--- config.mk ---
export PLATFORM = sky130hd
export DESIGN_NAME = dac_alu
export DESIGN_NICKNAME = d
export VERILOG_FILES = /design/src/common/dac_pkg.sv /design/src/rtl/dac_alu.sv
export SDC_FILE = /design/constraint.sdc
export NUM_CORES = 1
export LEC_CHECK = 0
export ABC_AREA = 1
export BUFFER_PORTS_ARGS = -buffer_cell sky130_fd_sc_hd__buf_4
export CAP_MARGIN = 20
export CORE_MARGIN = 2
export CORE_UTILIZATION = 45
export DETAILED_ROUTE_END_ITERATION = 10
export SETUP_SLACK_MARGIN = 0.05
export SYNTH_ARGS = -nofsm -noshare
export SYNTH_HDL_FRONTEND = slang
export SYNTH_SLANG_ARGS = --single-unit
--- constraint.sdc ---
create_clock -name core_clk -period 4.75 [get_ports core_clk]
set_input_delay 1.1875 -clock core_clk [delete_from_list [all_inputs] [get_ports core_clk]]
set_output_delay 1.1875 -clock core_clk [all_outputs]
set_load 0.02 [all_outputs]
--- src/common/dac_pkg.sv ---
// Constants for the accumulator arithmetic datapath
package dac_pkg;
   localparam int ADDR_W  = 8;
   localparam int DATA_W  = 32;
   localparam int ACC_W   = 24;
   localparam int GUARD_W = 8;
   localparam int NUM_REG = 6;
   localparam int SEL_W   = 3;
   localparam int OP_W    = 4;
   localparam int FLAG_W  = 7;
   // Register offsets (byte addresses)
   localparam logic [7:0] OFS_CMD   = 8'h00;
   localparam logic [7:0] OFS_FLAGS = 8'h04;
   localparam logic [7:0] OFS_ACC0  = 8'h10;
   localparam logic [7:0] OFS_LAST  = 8'h24;
   // Command register fields
   localparam int CMD_OP_LSB  = 0;
   localparam int CMD_DST_LSB = 4;
   localparam int CMD_SRC_LSB = 8;
   // Operation codes
   localparam logic [3:0] OP_NOP  = 4'h0;
   localparam logic [3:0] OP_ABS  = 4'h1;
   localparam logic [3:0] OP_ABST = 4'h2;
   localparam logic [3:0] OP_ADD  = 4'h3;
   localparam logic [3:0] OP_SUB  = 4'h4;
   localparam logic [3:0] OP_CMP  = 4'h5;
   localparam logic [3:0] OP_NEG  = 4'h6;
   localparam logic [3:0] OP_NEGT = 4'h7;
   // Flag register bit positions
   localparam int FLG_C  = 0;
   localparam int FLG_Z  = 1;
   localparam int FLG_V  = 2;
   localparam int FLG_N  = 3;
   localparam int FLG_G0 = 4;
   localparam int FLG_G1 = 5;
   localparam int FLG_T  = 6;
   // Register slots 4 and 5 are the multiplier accumulator high parts
   localparam logic [2:0] MAC_BASE = 3'h4;
   localparam logic [23:0] ACC_RST = 24'h000000;
endpackage

--- src/rtl/dac_alu.sv ---
// Accumulator datapath with flag update, reached over APB
//
// The APB register port and the register offsets were decided locally.
`timescale 1ns/1ns
// Operation
// - Guard flag changes only when first operand is a mac high part
// - Conditional ops run only while condition bit is 1, else no-op
// - Absolute value of selected 24-bit accumulator written back to it
// - Carry flag set on carry out of the computation, cleared otherwise
// - Zero flag set when the 24-bit result is zero, cleared otherwise
// - Overflow flag set on signed overflow, cleared otherwise
// - Sign flag is overflow XOR result MSB, true sign after overflow
// - First operand is source and destination, second only a source
module dac_alu #(
   parameter int ACC_W   = dac_pkg::ACC_W,
   parameter int GUARD_W = dac_pkg::GUARD_W
) (
   input  wire logic                       core_clk,
   input  wire logic                       srst,
   input  wire logic [dac_pkg::ADDR_W-1:0] paddr,
   input  wire logic                       psel,
   input  wire logic                       penable,
   input  wire logic                       pwrite,
   input  wire logic [dac_pkg::DATA_W-1:0] pwdata,
   output logic      [dac_pkg::DATA_W-1:0] prdata,
   output logic                            pready,
   output logic                            pslverr,
   output logic                            adder_spill_bit,
   output logic                            all_clear_bit,
   output logic                            excess_bit,
   output logic                            polarity_bit,
   output logic      [1:0]                 mac_guard_ovf,
   output logic                            cond_pass_flag
);
   localparam int DW = dac_pkg::DATA_W;

   logic [ACC_W-1:0]      acc [dac_pkg::NUM_REG];
   logic [GUARD_W-1:0]    guard [2];
   logic [dac_pkg::OP_W-1:0]  cmd_op;
   logic [dac_pkg::SEL_W-1:0] cmd_dst;
   logic [dac_pkg::SEL_W-1:0] cmd_src;
   logic                  exec;

   // Sum of a, b and carry in, with carry out on top
   function automatic logic [ACC_W:0] add3(input logic [ACC_W-1:0] a,
                                           input logic [ACC_W-1:0] b,
                                           input logic cin);
      add3 = {1'b0, a} + {1'b0, b} + {{ACC_W{1'b0}}, cin};
   endfunction

   function automatic logic sel_ok(input logic [dac_pkg::SEL_W-1:0] s);
      sel_ok = (32'(s) < dac_pkg::NUM_REG);
   endfunction

   // APB decode
   wire xfer     = psel & penable & pready;
   wire wr_xfer  = xfer & pwrite;
   wire in_acc   = (paddr >= dac_pkg::OFS_ACC0) &&
                   (paddr <= dac_pkg::OFS_LAST) && (paddr[1:0] == 2'b00);
   wire [2:0] acc_idx = 3'((paddr - dac_pkg::OFS_ACC0) >> 2);
   wire hit_cmd  = (paddr == dac_pkg::OFS_CMD);
   wire hit_flg  = (paddr == dac_pkg::OFS_FLAGS);
   wire mapped   = hit_cmd | hit_flg | in_acc;
   wire [dac_pkg::FLAG_W-1:0] flag_vec = {cond_pass_flag, mac_guard_ovf,
      polarity_bit, excess_bit, all_clear_bit, adder_spill_bit};
   wire [DW-1:0] rd_val =
      hit_cmd ? DW'({cmd_src, 1'b0, cmd_dst, cmd_op}) :
      hit_flg ? DW'(flag_vec) :
      in_acc  ? DW'(acc[acc_idx]) : '0;

   // Operand selection: dst is source and destination, src only read
   wire dst_ok   = sel_ok(cmd_dst);
   wire [ACC_W-1:0] opa = dst_ok ? acc[cmd_dst] : '0;
   wire [ACC_W-1:0] opb = sel_ok(cmd_src) ? acc[cmd_src] : '0;
   wire is_cond  = (cmd_op == dac_pkg::OP_ABST) | (cmd_op == dac_pkg::OP_NEGT);
   wire is_abs   = (cmd_op == dac_pkg::OP_ABS) | (cmd_op == dac_pkg::OP_ABST);
   wire is_neg   = (cmd_op == dac_pkg::OP_NEG) | (cmd_op == dac_pkg::OP_NEGT);
   wire is_sub   = (cmd_op == dac_pkg::OP_SUB) | (cmd_op == dac_pkg::OP_CMP);
   wire is_add   = (cmd_op == dac_pkg::OP_ADD);
   wire known    = is_abs | is_neg | is_sub | is_add;
   wire cond_ok  = ~is_cond | cond_pass_flag;
   wire active   = exec & dst_ok & known & cond_ok;
   wire writes   = active & (cmd_op != dac_pkg::OP_CMP);
   wire dst_mac  = (cmd_dst >= dac_pkg::MAC_BASE);
   // Negation, and absolute value of a negative x, are 0 + ~x + 1
   wire flip     = is_neg | (is_abs & opa[ACC_W-1]);
   wire [ACC_W-1:0] in_a = (is_abs | is_neg) ? '0 : opa;
   wire [ACC_W-1:0] in_b = (is_abs | is_neg) ? (flip ? ~opa : opa) :
                           is_sub ? ~opb : opb;
   wire          cin   = flip | is_sub;
   wire [ACC_W:0] sum  = add3(in_a, in_b, cin);
   wire [ACC_W-1:0] res = sum[ACC_W-1:0];
   wire next_c = sum[ACC_W];
   wire next_z = (res == '0);
   wire next_v = (in_a[ACC_W-1] == in_b[ACC_W-1]) &&
                 (res[ACC_W-1] != in_a[ACC_W-1]);
   wire next_n = next_v ^ res[ACC_W-1];
   wire mac_sel = cmd_dst[0];

   // Bus slave: one wait state, answer registered
   always_ff @(posedge core_clk) begin
      if (srst) begin
         pready  <= 1'b0;
         pslverr <= 1'b0;
         prdata  <= '0;
      end else begin
         pready  <= psel & penable & ~pready;
         pslverr <= psel & penable & ~pready & ~mapped;
         if (psel & penable & ~pready) begin
            prdata <= pwrite ? '0 : rd_val;
         end
      end
   end

   // Command capture; execution follows one cycle later
   always_ff @(posedge core_clk) begin
      if (srst) begin
         cmd_op  <= dac_pkg::OP_NOP;
         cmd_dst <= '0;
         cmd_src <= '0;
         exec    <= 1'b0;
      end else begin
         exec <= wr_xfer & hit_cmd;
         if (wr_xfer & hit_cmd) begin
            cmd_op  <= pwdata[dac_pkg::CMD_OP_LSB +: dac_pkg::OP_W];
            cmd_dst <= pwdata[dac_pkg::CMD_DST_LSB +: dac_pkg::SEL_W];
            cmd_src <= pwdata[dac_pkg::CMD_SRC_LSB +: dac_pkg::SEL_W];
         end
      end
   end

   // Register file: software writes first, datapath result last
   always_ff @(posedge core_clk) begin
      if (srst) begin
         for (int i = 0; i < dac_pkg::NUM_REG; i++) begin
            acc[i] <= dac_pkg::ACC_RST;
         end
         guard[0] <= '0;
         guard[1] <= '0;
      end else begin
         if (wr_xfer & in_acc) begin
            acc[acc_idx] <= pwdata[ACC_W-1:0];
         end
         if (writes) begin
            acc[cmd_dst] <= res;
            if (dst_mac) begin
               guard[mac_sel] <= {GUARD_W{next_n}};
            end
         end
      end
   end

   // Flags: hardware update wins over a software write
   always_ff @(posedge core_clk) begin
      if (srst) begin
         adder_spill_bit <= 1'b0;
         all_clear_bit   <= 1'b0;
         excess_bit      <= 1'b0;
         polarity_bit    <= 1'b0;
         mac_guard_ovf   <= 2'b00;
         cond_pass_flag  <= 1'b0;
      end else begin
         if (wr_xfer & hit_flg) begin
            adder_spill_bit <= pwdata[dac_pkg::FLG_C];
            all_clear_bit   <= pwdata[dac_pkg::FLG_Z];
            excess_bit      <= pwdata[dac_pkg::FLG_V];
            polarity_bit    <= pwdata[dac_pkg::FLG_N];
            mac_guard_ovf   <= pwdata[dac_pkg::FLG_G1:dac_pkg::FLG_G0];
            cond_pass_flag  <= pwdata[dac_pkg::FLG_T];
         end
         if (active & ~dst_mac) begin
            adder_spill_bit <= next_c;
            all_clear_bit   <= next_z;
            excess_bit      <= next_v;
            polarity_bit    <= next_n;
         end
         if (active & dst_mac) begin
            mac_guard_ovf[mac_sel] <= next_v;
         end
      end
   end
endmodule

== Yosys cells after proc, flatten, opt, wreduce, memory -nomap -nowiden ==
Memories as Yosys holds them, arrays and structs flattened. A register that Yosys moved wholly into a read port is not among the register bits.
Index checks and enable logic that the tools add are counted.

* Bits in registers: 52
* Bits in latches: 0
* Memory bits (writable): 144
* Bits in read-only memories: 0
* Bits of input ports: 45
* Output and inout bits: 41
* Word-level logic and storage cells: 121
* Memories kept: 1

{| class="wikitable"
|+ Memories
! memory !! depth !! width !! rd ports !! clocked after memory_dff !! write ports !! RTL line !! RTL
|-
| acc || 6 || 24 || 3 || 2 || 6 || dac_alu.sv:37 || <nowiki>logic [ACC_W-1:0] acc [dac_pkg::NUM_REG];</nowiki>
|}

* Add/sub/neg operators: 3
* Multiply operators: 0
* Div/mod/pow operators: 0
* Order comparisons: 7
* Eq/ne operators: 11
* Shift-type cells: 0
* Muxes and demuxes: 42
* Bitwise logic cells: 34
* Reductions and logical operators: 10

{| class="wikitable"
|+ Operators by type and width
! operator !! number
|-
| 24-bit two-way mux || 12
|-
| 24-bit inverter || 2
|-
| 24-bit OR reduction || 2
|-
| 24-bit by 24-bit adder with 25-bit output || 1
|-
| 25-bit by 1-bit adder with 25-bit output || 1
|-
| 24-bit logical NOT || 1
|-
| 1-bit two-way mux || 19
|-
| 3-bit two-way mux || 6
|-
| 4-bit by 3-bit equality test with 1-bit output, second input constant || 4
|-
| 1-bit bitwise AND || 15
|-
| 1-bit bitwise OR || 12
|-
| 4-bit by 2-bit equality test with 1-bit output, second input constant || 2
|-
| 8-bit by 3-bit equality test with 1-bit output, second input constant || 1
|-
| 8-bit by 5-bit >= comparator with 1-bit output, second input constant || 1
|-
| 8-bit by 6-bit <= comparator with 1-bit output, second input constant || 1
|-
| 8-bit logical NOT || 1
|-
| 3-bit < comparator, second input constant || 2
|-
| 2-bit two-way mux || 3
|-
| 5-bit subtractor, second input constant || 1
|-
| 4-bit by 1-bit equality test with 1-bit output, second input constant || 1
|-
| 1-bit logical AND || 4
|-
| 4-bit by 3-bit != test with 1-bit output, second input constant || 1
|-
| 1-bit inverter || 4
|-
| 3-bit >= comparator, second input constant || 1
|-
| 9 further kinds || 9
|}

== Depth between registers and ports, before layout ==
Gate-level depths: netlist (run 1).

* Depth in word-level cells: 13
* Depth in mapped cells: 30
* Gate-level depth less buffers: 29

== Worst setup path before layout (run 1) ==
Ideal clock, no wire load.

* Path type: input port to flip-flop
* Start: in paddr[1] (netlist name)
* End: mem acc[0][0] (enable)
* Data arrival time: 3.310 ns
* Slack: 1.028 ns
* Cell stages on the path: 8
* Path buffers: 0
* Cell sequence: or2_4 nor3_2 nand2_1 nor2_4 nand2_4 nor2_4 inv_2 o211ai_1

{| class="wikitable"
|+ RTL lines
! item !! RTL line !! RTL
|-
| start, declared || dac_alu.sv:20 || <nowiki>input wire logic [dac_pkg::ADDR_W-1:0] paddr,</nowiki>
|-
| end, declared || dac_alu.sv:37 ||
|}

==> results.yml, run 1 <==
status:
  status: "completed"
floorplanning:
  boundaryPins: 86
  die_h_um: 199
  rows: 71
  die_area_um2: 39500
  die_x_um: 199
  design.core.area_um2: 37500
  initial_core_util_pct: 45.5
sta:
  tns_ps: 0
  finClkSkew_ps: 26.7
  period_needed_ps: 4170
  setup_ws_ps: 584
  slew_violations: 0
  setup_viol: 0
  finalCritPeriodShare_pct: 87.7
  whs_ps: 466
  timing.fmax_ghz: 0.240
  max_slew.worst_pin.slew_ps: 1070
  hold_viol: 0
  rsz0062_at_grt: "no"
  slew_headroom_pct: 28.6
clock_tree:
  htreeDepth: 1
  post_cts_resize_count: 0
  path_clk_slew_ps: 60
  clockBufferDepth: 3
  cts_root_buffer: "clkbuf_16"
  insertion_delay_ps: 590
  cts_tree: "built"
  cts_buffers: 28
  cts_sinks: 242
  post_cts_buffers: 0
  postCtsHoldBufs: 0
drt:
  vias_per_cell: 6.04
  drcViolationCount: 0
  drt_iter0_markers: 2045
  wl_per_cell_um: 22.0
  dr.pass1.iters: 7
  num_vias: 17200
  ant_nets: 0
  routed_wirelength_um: 62800
setup_path:
  cp.arrival_ps: 4690
  crit_path_start_kind: "flip-flop"
  worstPathRequired_ps: 5270
  path_max_fanout: 55
  end_kind: "flip-flop"
  worstSetupPathType: "flip-flop to flip-flop"
power:
  p_per_area_nw_per_um2: 269
  p_leak_nw: 7.39
  ir_drop_uv: 240
  finalPower_mw: 5.17
place:
  dp_cells: 2796
  portBuffers: 69
  dpl.hpwl_um: 41900
  gp_congestion: 0.985
  pre_cts_ws_ps: 714
  place_area_um2: 18300
layout:
  final_common_cell: "nand2_1"
  final_util_pct: 51.3
  layout.cells.non_filler: 2848
  num-nets-final: 2385
  drive_gt1_share_pct: 11.6
  fill_cells: 3666
  areaGrowthSynthToFinish_pct: 12.7
  antennaDiodeCount: 0
  final_area_um2: 19200
  layout_common_cells: "402 x nand2_1, 251 x o21ai_0, 246 x inv_1, 197 x a21oi_1, 192 x edfxtp_1"
synthesis:
  synth_edf_count: 192
  synth_flop_cell: "edfxtp_1"
  ys_ff_latch: 242
  ys_seq_area_share_pct: 39.7
  avgSynthCellArea_um2: 7.56
  async_reset_ff_share_pct: 0
  ys_types: 43
  synth_area_um2: 17100
  yosysWarnings: 0
  synth_cells: 2256
grt:
  grt_overflow: 0
  grt_pass1_wl_um: 93300
  track_usage_pct: 31.5
  antenna_found_initial: 2
  grt_pass1_vias: 16000
  grt_max_degree: 86
hold_path:
  hold_class: "flip-flop to flip-flop"
run:
  cap_violations: 0
## synth_stat cells, types with 3 or more instances
cell,n,area (um^2)
a21oi_1,197,986
a32oi_1,3,26.3
buf_1,12,45.0
buf_2,51,255
buf_4,16,120
buf_6,5,56.3
clkbuf_1,86,323
clkinv_1,3,11.3
dfxtp_1,50,1000
edfxtp_1,192,5770
ha_1,23,288
inv_1,247,927
inv_2,7,26.3
nand2_1,405,1520
nand2_2,10,62.6
nand3_1,165,826
nand3b_1,9,67.6
nand4_1,7,43.8
nor2_1,143,537
nor2_2,19,119
nor3_1,7,35.0
nor3_2,6,60.1
o211ai_1,97,728
o21ai_0,251,1260
o21ai_1,10,50.1
o221ai_1,48,420
o22ai_1,100,626
o22ai_2,21,263
xnor2_1,24,210
xor2_1,25,219
## registers in the layout, indices dropped and copies added, names as in the netlist, 2 cells and up, named ones only
signal         cells
acc              192
cmd_src            3
cmd_op             4
cmd_dst            3
prdata            24
mac_guard_ovf      2
## worst max-delay path: stages (launching register included)
cell and delay (ps):
dfxtp_2 650, buf_12 330, inv_1 180, a21oi_1 140
o21ai_0 110, nand3_1 130, nand3_1 140, xor2_1 150
o21ai_0 90, ha_1 390, nand2_1 120, nor2_1 220
and2_1 190, nand2_1 70, nand2_1 100, nand2_1 100
nand2_1 70, nand2_1 40, nand2_1 220, nand2_1 110
nor2_1 110, nand2_1 170, nand3_1 110, nand2_1 50
inv_1 40
## cell families (layout without fill, tap and decap cells)
| kind of cell | Yosys count | count (layout) | synth area share [%] |
|---|---|---|---|
| buffers and inverters | 427 | 453 | 10.3 |
| xor gates and xnor gates | 50 | 50 | 2.61 |
| DFF | 242 | 242 | 39.7 |
| AOI/OAI and AO/OA | 730 | 730 | 25.7 |
| adders and majority gates | 25 | 25 | 1.92 |
| other | 1 | 56 | 0.0220 |
| and+or+nand+nor | 781 | 781 | 19.8 |
## where the power goes
group / switching, mW / internal, mW / total, mW
Clock: 0.921 / 1.34 / 2.26
Sequential: 0.0359 / 2.33 / 2.37
Combinational: 0.379 / 0.167 / 0.547
## layout make-up
class | count | area, um^2 | area share, %
clock buffers | 41 | 805 | 4.18
multi-input cells | 1642 | 8750 | 45.5
repair buffers | 144 | 1160 | 6.01
flip-flops and latches | 242 | 6780 | 35.2
inverters | 257 | 965 | 5.02
clock inverters | 11 | 143 | 0.742
well taps | 511 | 639 | 3.32
## final timing paths
kind / start / to / slack [ps] / cells after the start
max: flip-flop / all_clear_bit / 580 / 24
min reg2reg: prdata[7] / prdata[7] / 470 / 2
min: prdata[7] / prdata[7] / 470 / 2
max reg2reg: flip-flop / all_clear_bit / 580 / 24
## per-layer routing
metal / track usage [%] / wire, um
met3: 6.05 / 6640
met1: 41.3 / 25400
met2: 50.9 / 28100
met5: 0 / 71
met4: 13.2 / 2500
No activity file was read; power rests on OpenSTA's default activity.
==> run 2: changes to the inputs <==
- GPL_TIMING_DRIVEN: not set -> 0
==> run 2 against run 1 <==
Net effect: total power decreased by 2.0%; sequential power about the same; first-iteration DRC count increased by 54%; critical path depth decreased by 2; core utilization increased by 0.95 points; clock skew decreased by 14 ps; die area unchanged; combinational power increased by 15%; sequential cell count unchanged; critical path type unchanged; critical endpoint is now excess_bit; largest power group unchanged.
==> results.yml, run 2 (synthesis gave the netlist of run 1 again) <==
drt:
  wl_met3_um: 13900
  ant_nets: 0
  routed_wirelength_um: 88100
  dr.pass1.iters: 6
  wl_met1_um: 32700
  drt_iter0_markers: 3144
  wl_per_cell_um: 29.9
  vias_per_cell: 6.44
  top_layer: "met5"
  num_vias: 19000
  drcViolationCount: 0
  route.met2.wl_um: 35800
floorplanning:
  die_h_um: 199
  die_x_um: 199
  boundaryPins: 86
  initial_core_util_pct: 45.5
  rows: 71
  die_area_um2: 39500
  design.core.area_um2: 37500
layout:
  final_util_pct: 52.3
  areaGrowthSynthToFinish_pct: 14.8
  top_regs: "acc (192), prdata (24), cmd_op (4)"
  final_area_um2: 19600
  final_common_cell: "nand2_1"
  drive_gt1_share_pct: 13.1
  regMostFlops: "acc"
  num-nets-final: 2491
  layout_common_cells: "392 x nand2_1, 251 x o21ai_0, 246 x inv_1, 197 x a21oi_1, 192 x edfxtp_1"
  layout.cells.non_filler: 2951
  largest_register_ffs: 192
grt:
  antenna_found_initial: 4
  grt_overflow: 0
  grt_pass1_wl_um: 122000
  grt_pass1_vias: 17400
  grt_max_degree: 25
  track_usage_pct: 44.1
clock_tree:
  htreeDepth: 1
  cts_buffers: 27
  cts_root_buffer: "clkbuf_16"
  cts_sinks: 242
  clockBufferDepth: 3
  insertion_delay_ps: 570
  path_clk_slew_ps: 70
  cts_tree: "built"
setup_path:
  crit_path_start_kind: "flip-flop"
  path_max_fanout: 10
  cp.arrival_ps: 5050
  end_kind: "flip-flop"
  worstPathRequired_ps: 5160
  reg2regPathDepth: 22
  worstSetupPathType: "flip-flop to flip-flop"
  reg2reg_to: "excess_bit"
  reg2reg_slack_ps: 120
power:
  p_per_area_nw_per_um2: 259
  ir_drop_uv: 292
  p_leak_nw: 7.58
sta:
  slew_headroom_pct: 14.8
  hold_viol: 0
  setup_viol: 0
  tns_ps: 0
  whs_ps: 468
  slew_violations: 0
  finalCritPeriodShare_pct: 97.5
  finClkSkew_ps: 12.2
  max_slew.worst_pin.slew_ps: 1280
  timing.fmax_ghz: 0.216
  period_needed_ps: 4630
  rsz0062_at_grt: "yes"
place:
  gp_congestion: 1.10
  place_area_um2: 18500
  portBuffers: 66
  dp_cells: 2897
  dpl.hpwl_um: 64300
hold_path:
  holdPathEnd: "prdata[17]"
  min_from: "prdata[17]"
  holdPathStages: 2
  hold_class: "flip-flop to flip-flop"
status:
  status: "completed"
run:
  cap_violations: 0
## run 2: repair_timing
action | in CTS | in global routing
cloned | 0 | 0
endpoints found under the setup margin | 34 | 59
hold buffers | 0 | 0
pin swaps | 1 | 7
resized for setup | 28 | 92
setup buffers | 1 | 6
## run 2: area by class of cell
class,instances,area (um^2)
Clock buffer,31,691
Timing Repair Buffer,82,631
Fill cell,3783,17900
Tap cell,511,639
Clock inverter,16,135
Buffer,169,912
Antenna cell,1,2.50
Sequential cell,242,6770
Inverter,257,965
Multi-Input combinational cell,1642,8840
## run 2: worst max path at each step
stage | end
floorplan | acc[0][0]
global placement | acc[0][9]
detailed placement | all_clear_bit
CTS | all_clear_bit
global route | all_clear_bit
finish | excess_bit
## run 2: critical path, stage by stage (launching register included)
cell,delay [ps]
dfxtp_1,390
buf_2,230
clkbuf_1,680
o21ai_0,200
nand3_1,100
nand3_1,250
xor2_1,240
o21ai_0,210
ha_2,360
nand2_1,150
inv_1,50
nand2_1,60
nand2_1,70
inv_1,50
nand2_1,170
nand2_1,130
nand4_1,230
nand2_1,300
nand2_1,80
o21ai_0,280
nand2_1,110
nand2_1,90
a21oi_1,50
## run 2: routing by layer
metal / GRT usage (%) / up-vias
li1: - / 8169
met1: 57.0 / 8861
met2: 63.8 / 1604
met3: 17.3 / 357
met4: 22.4 / 4
met5: 0 / -
## run 2: power by group
| part | switching (mW) | internal [mW] | leakage, nW |
|---|---|---|---|
| clock network | 0.913 | 1.14 | 0.395 |
| registers | 0.0489 | 2.34 | 2.40 |
| logic | 0.465 | 0.165 | 4.78 |
## run 2: per-stage QoR
stage	worst slack, ps	power [mW]
finish	117	5.07
global route	36.4	5.17
CTS	50.4	5.02
detailed placement	-530	3.00
global placement	-642	3.00
floorplan	1030	2.75
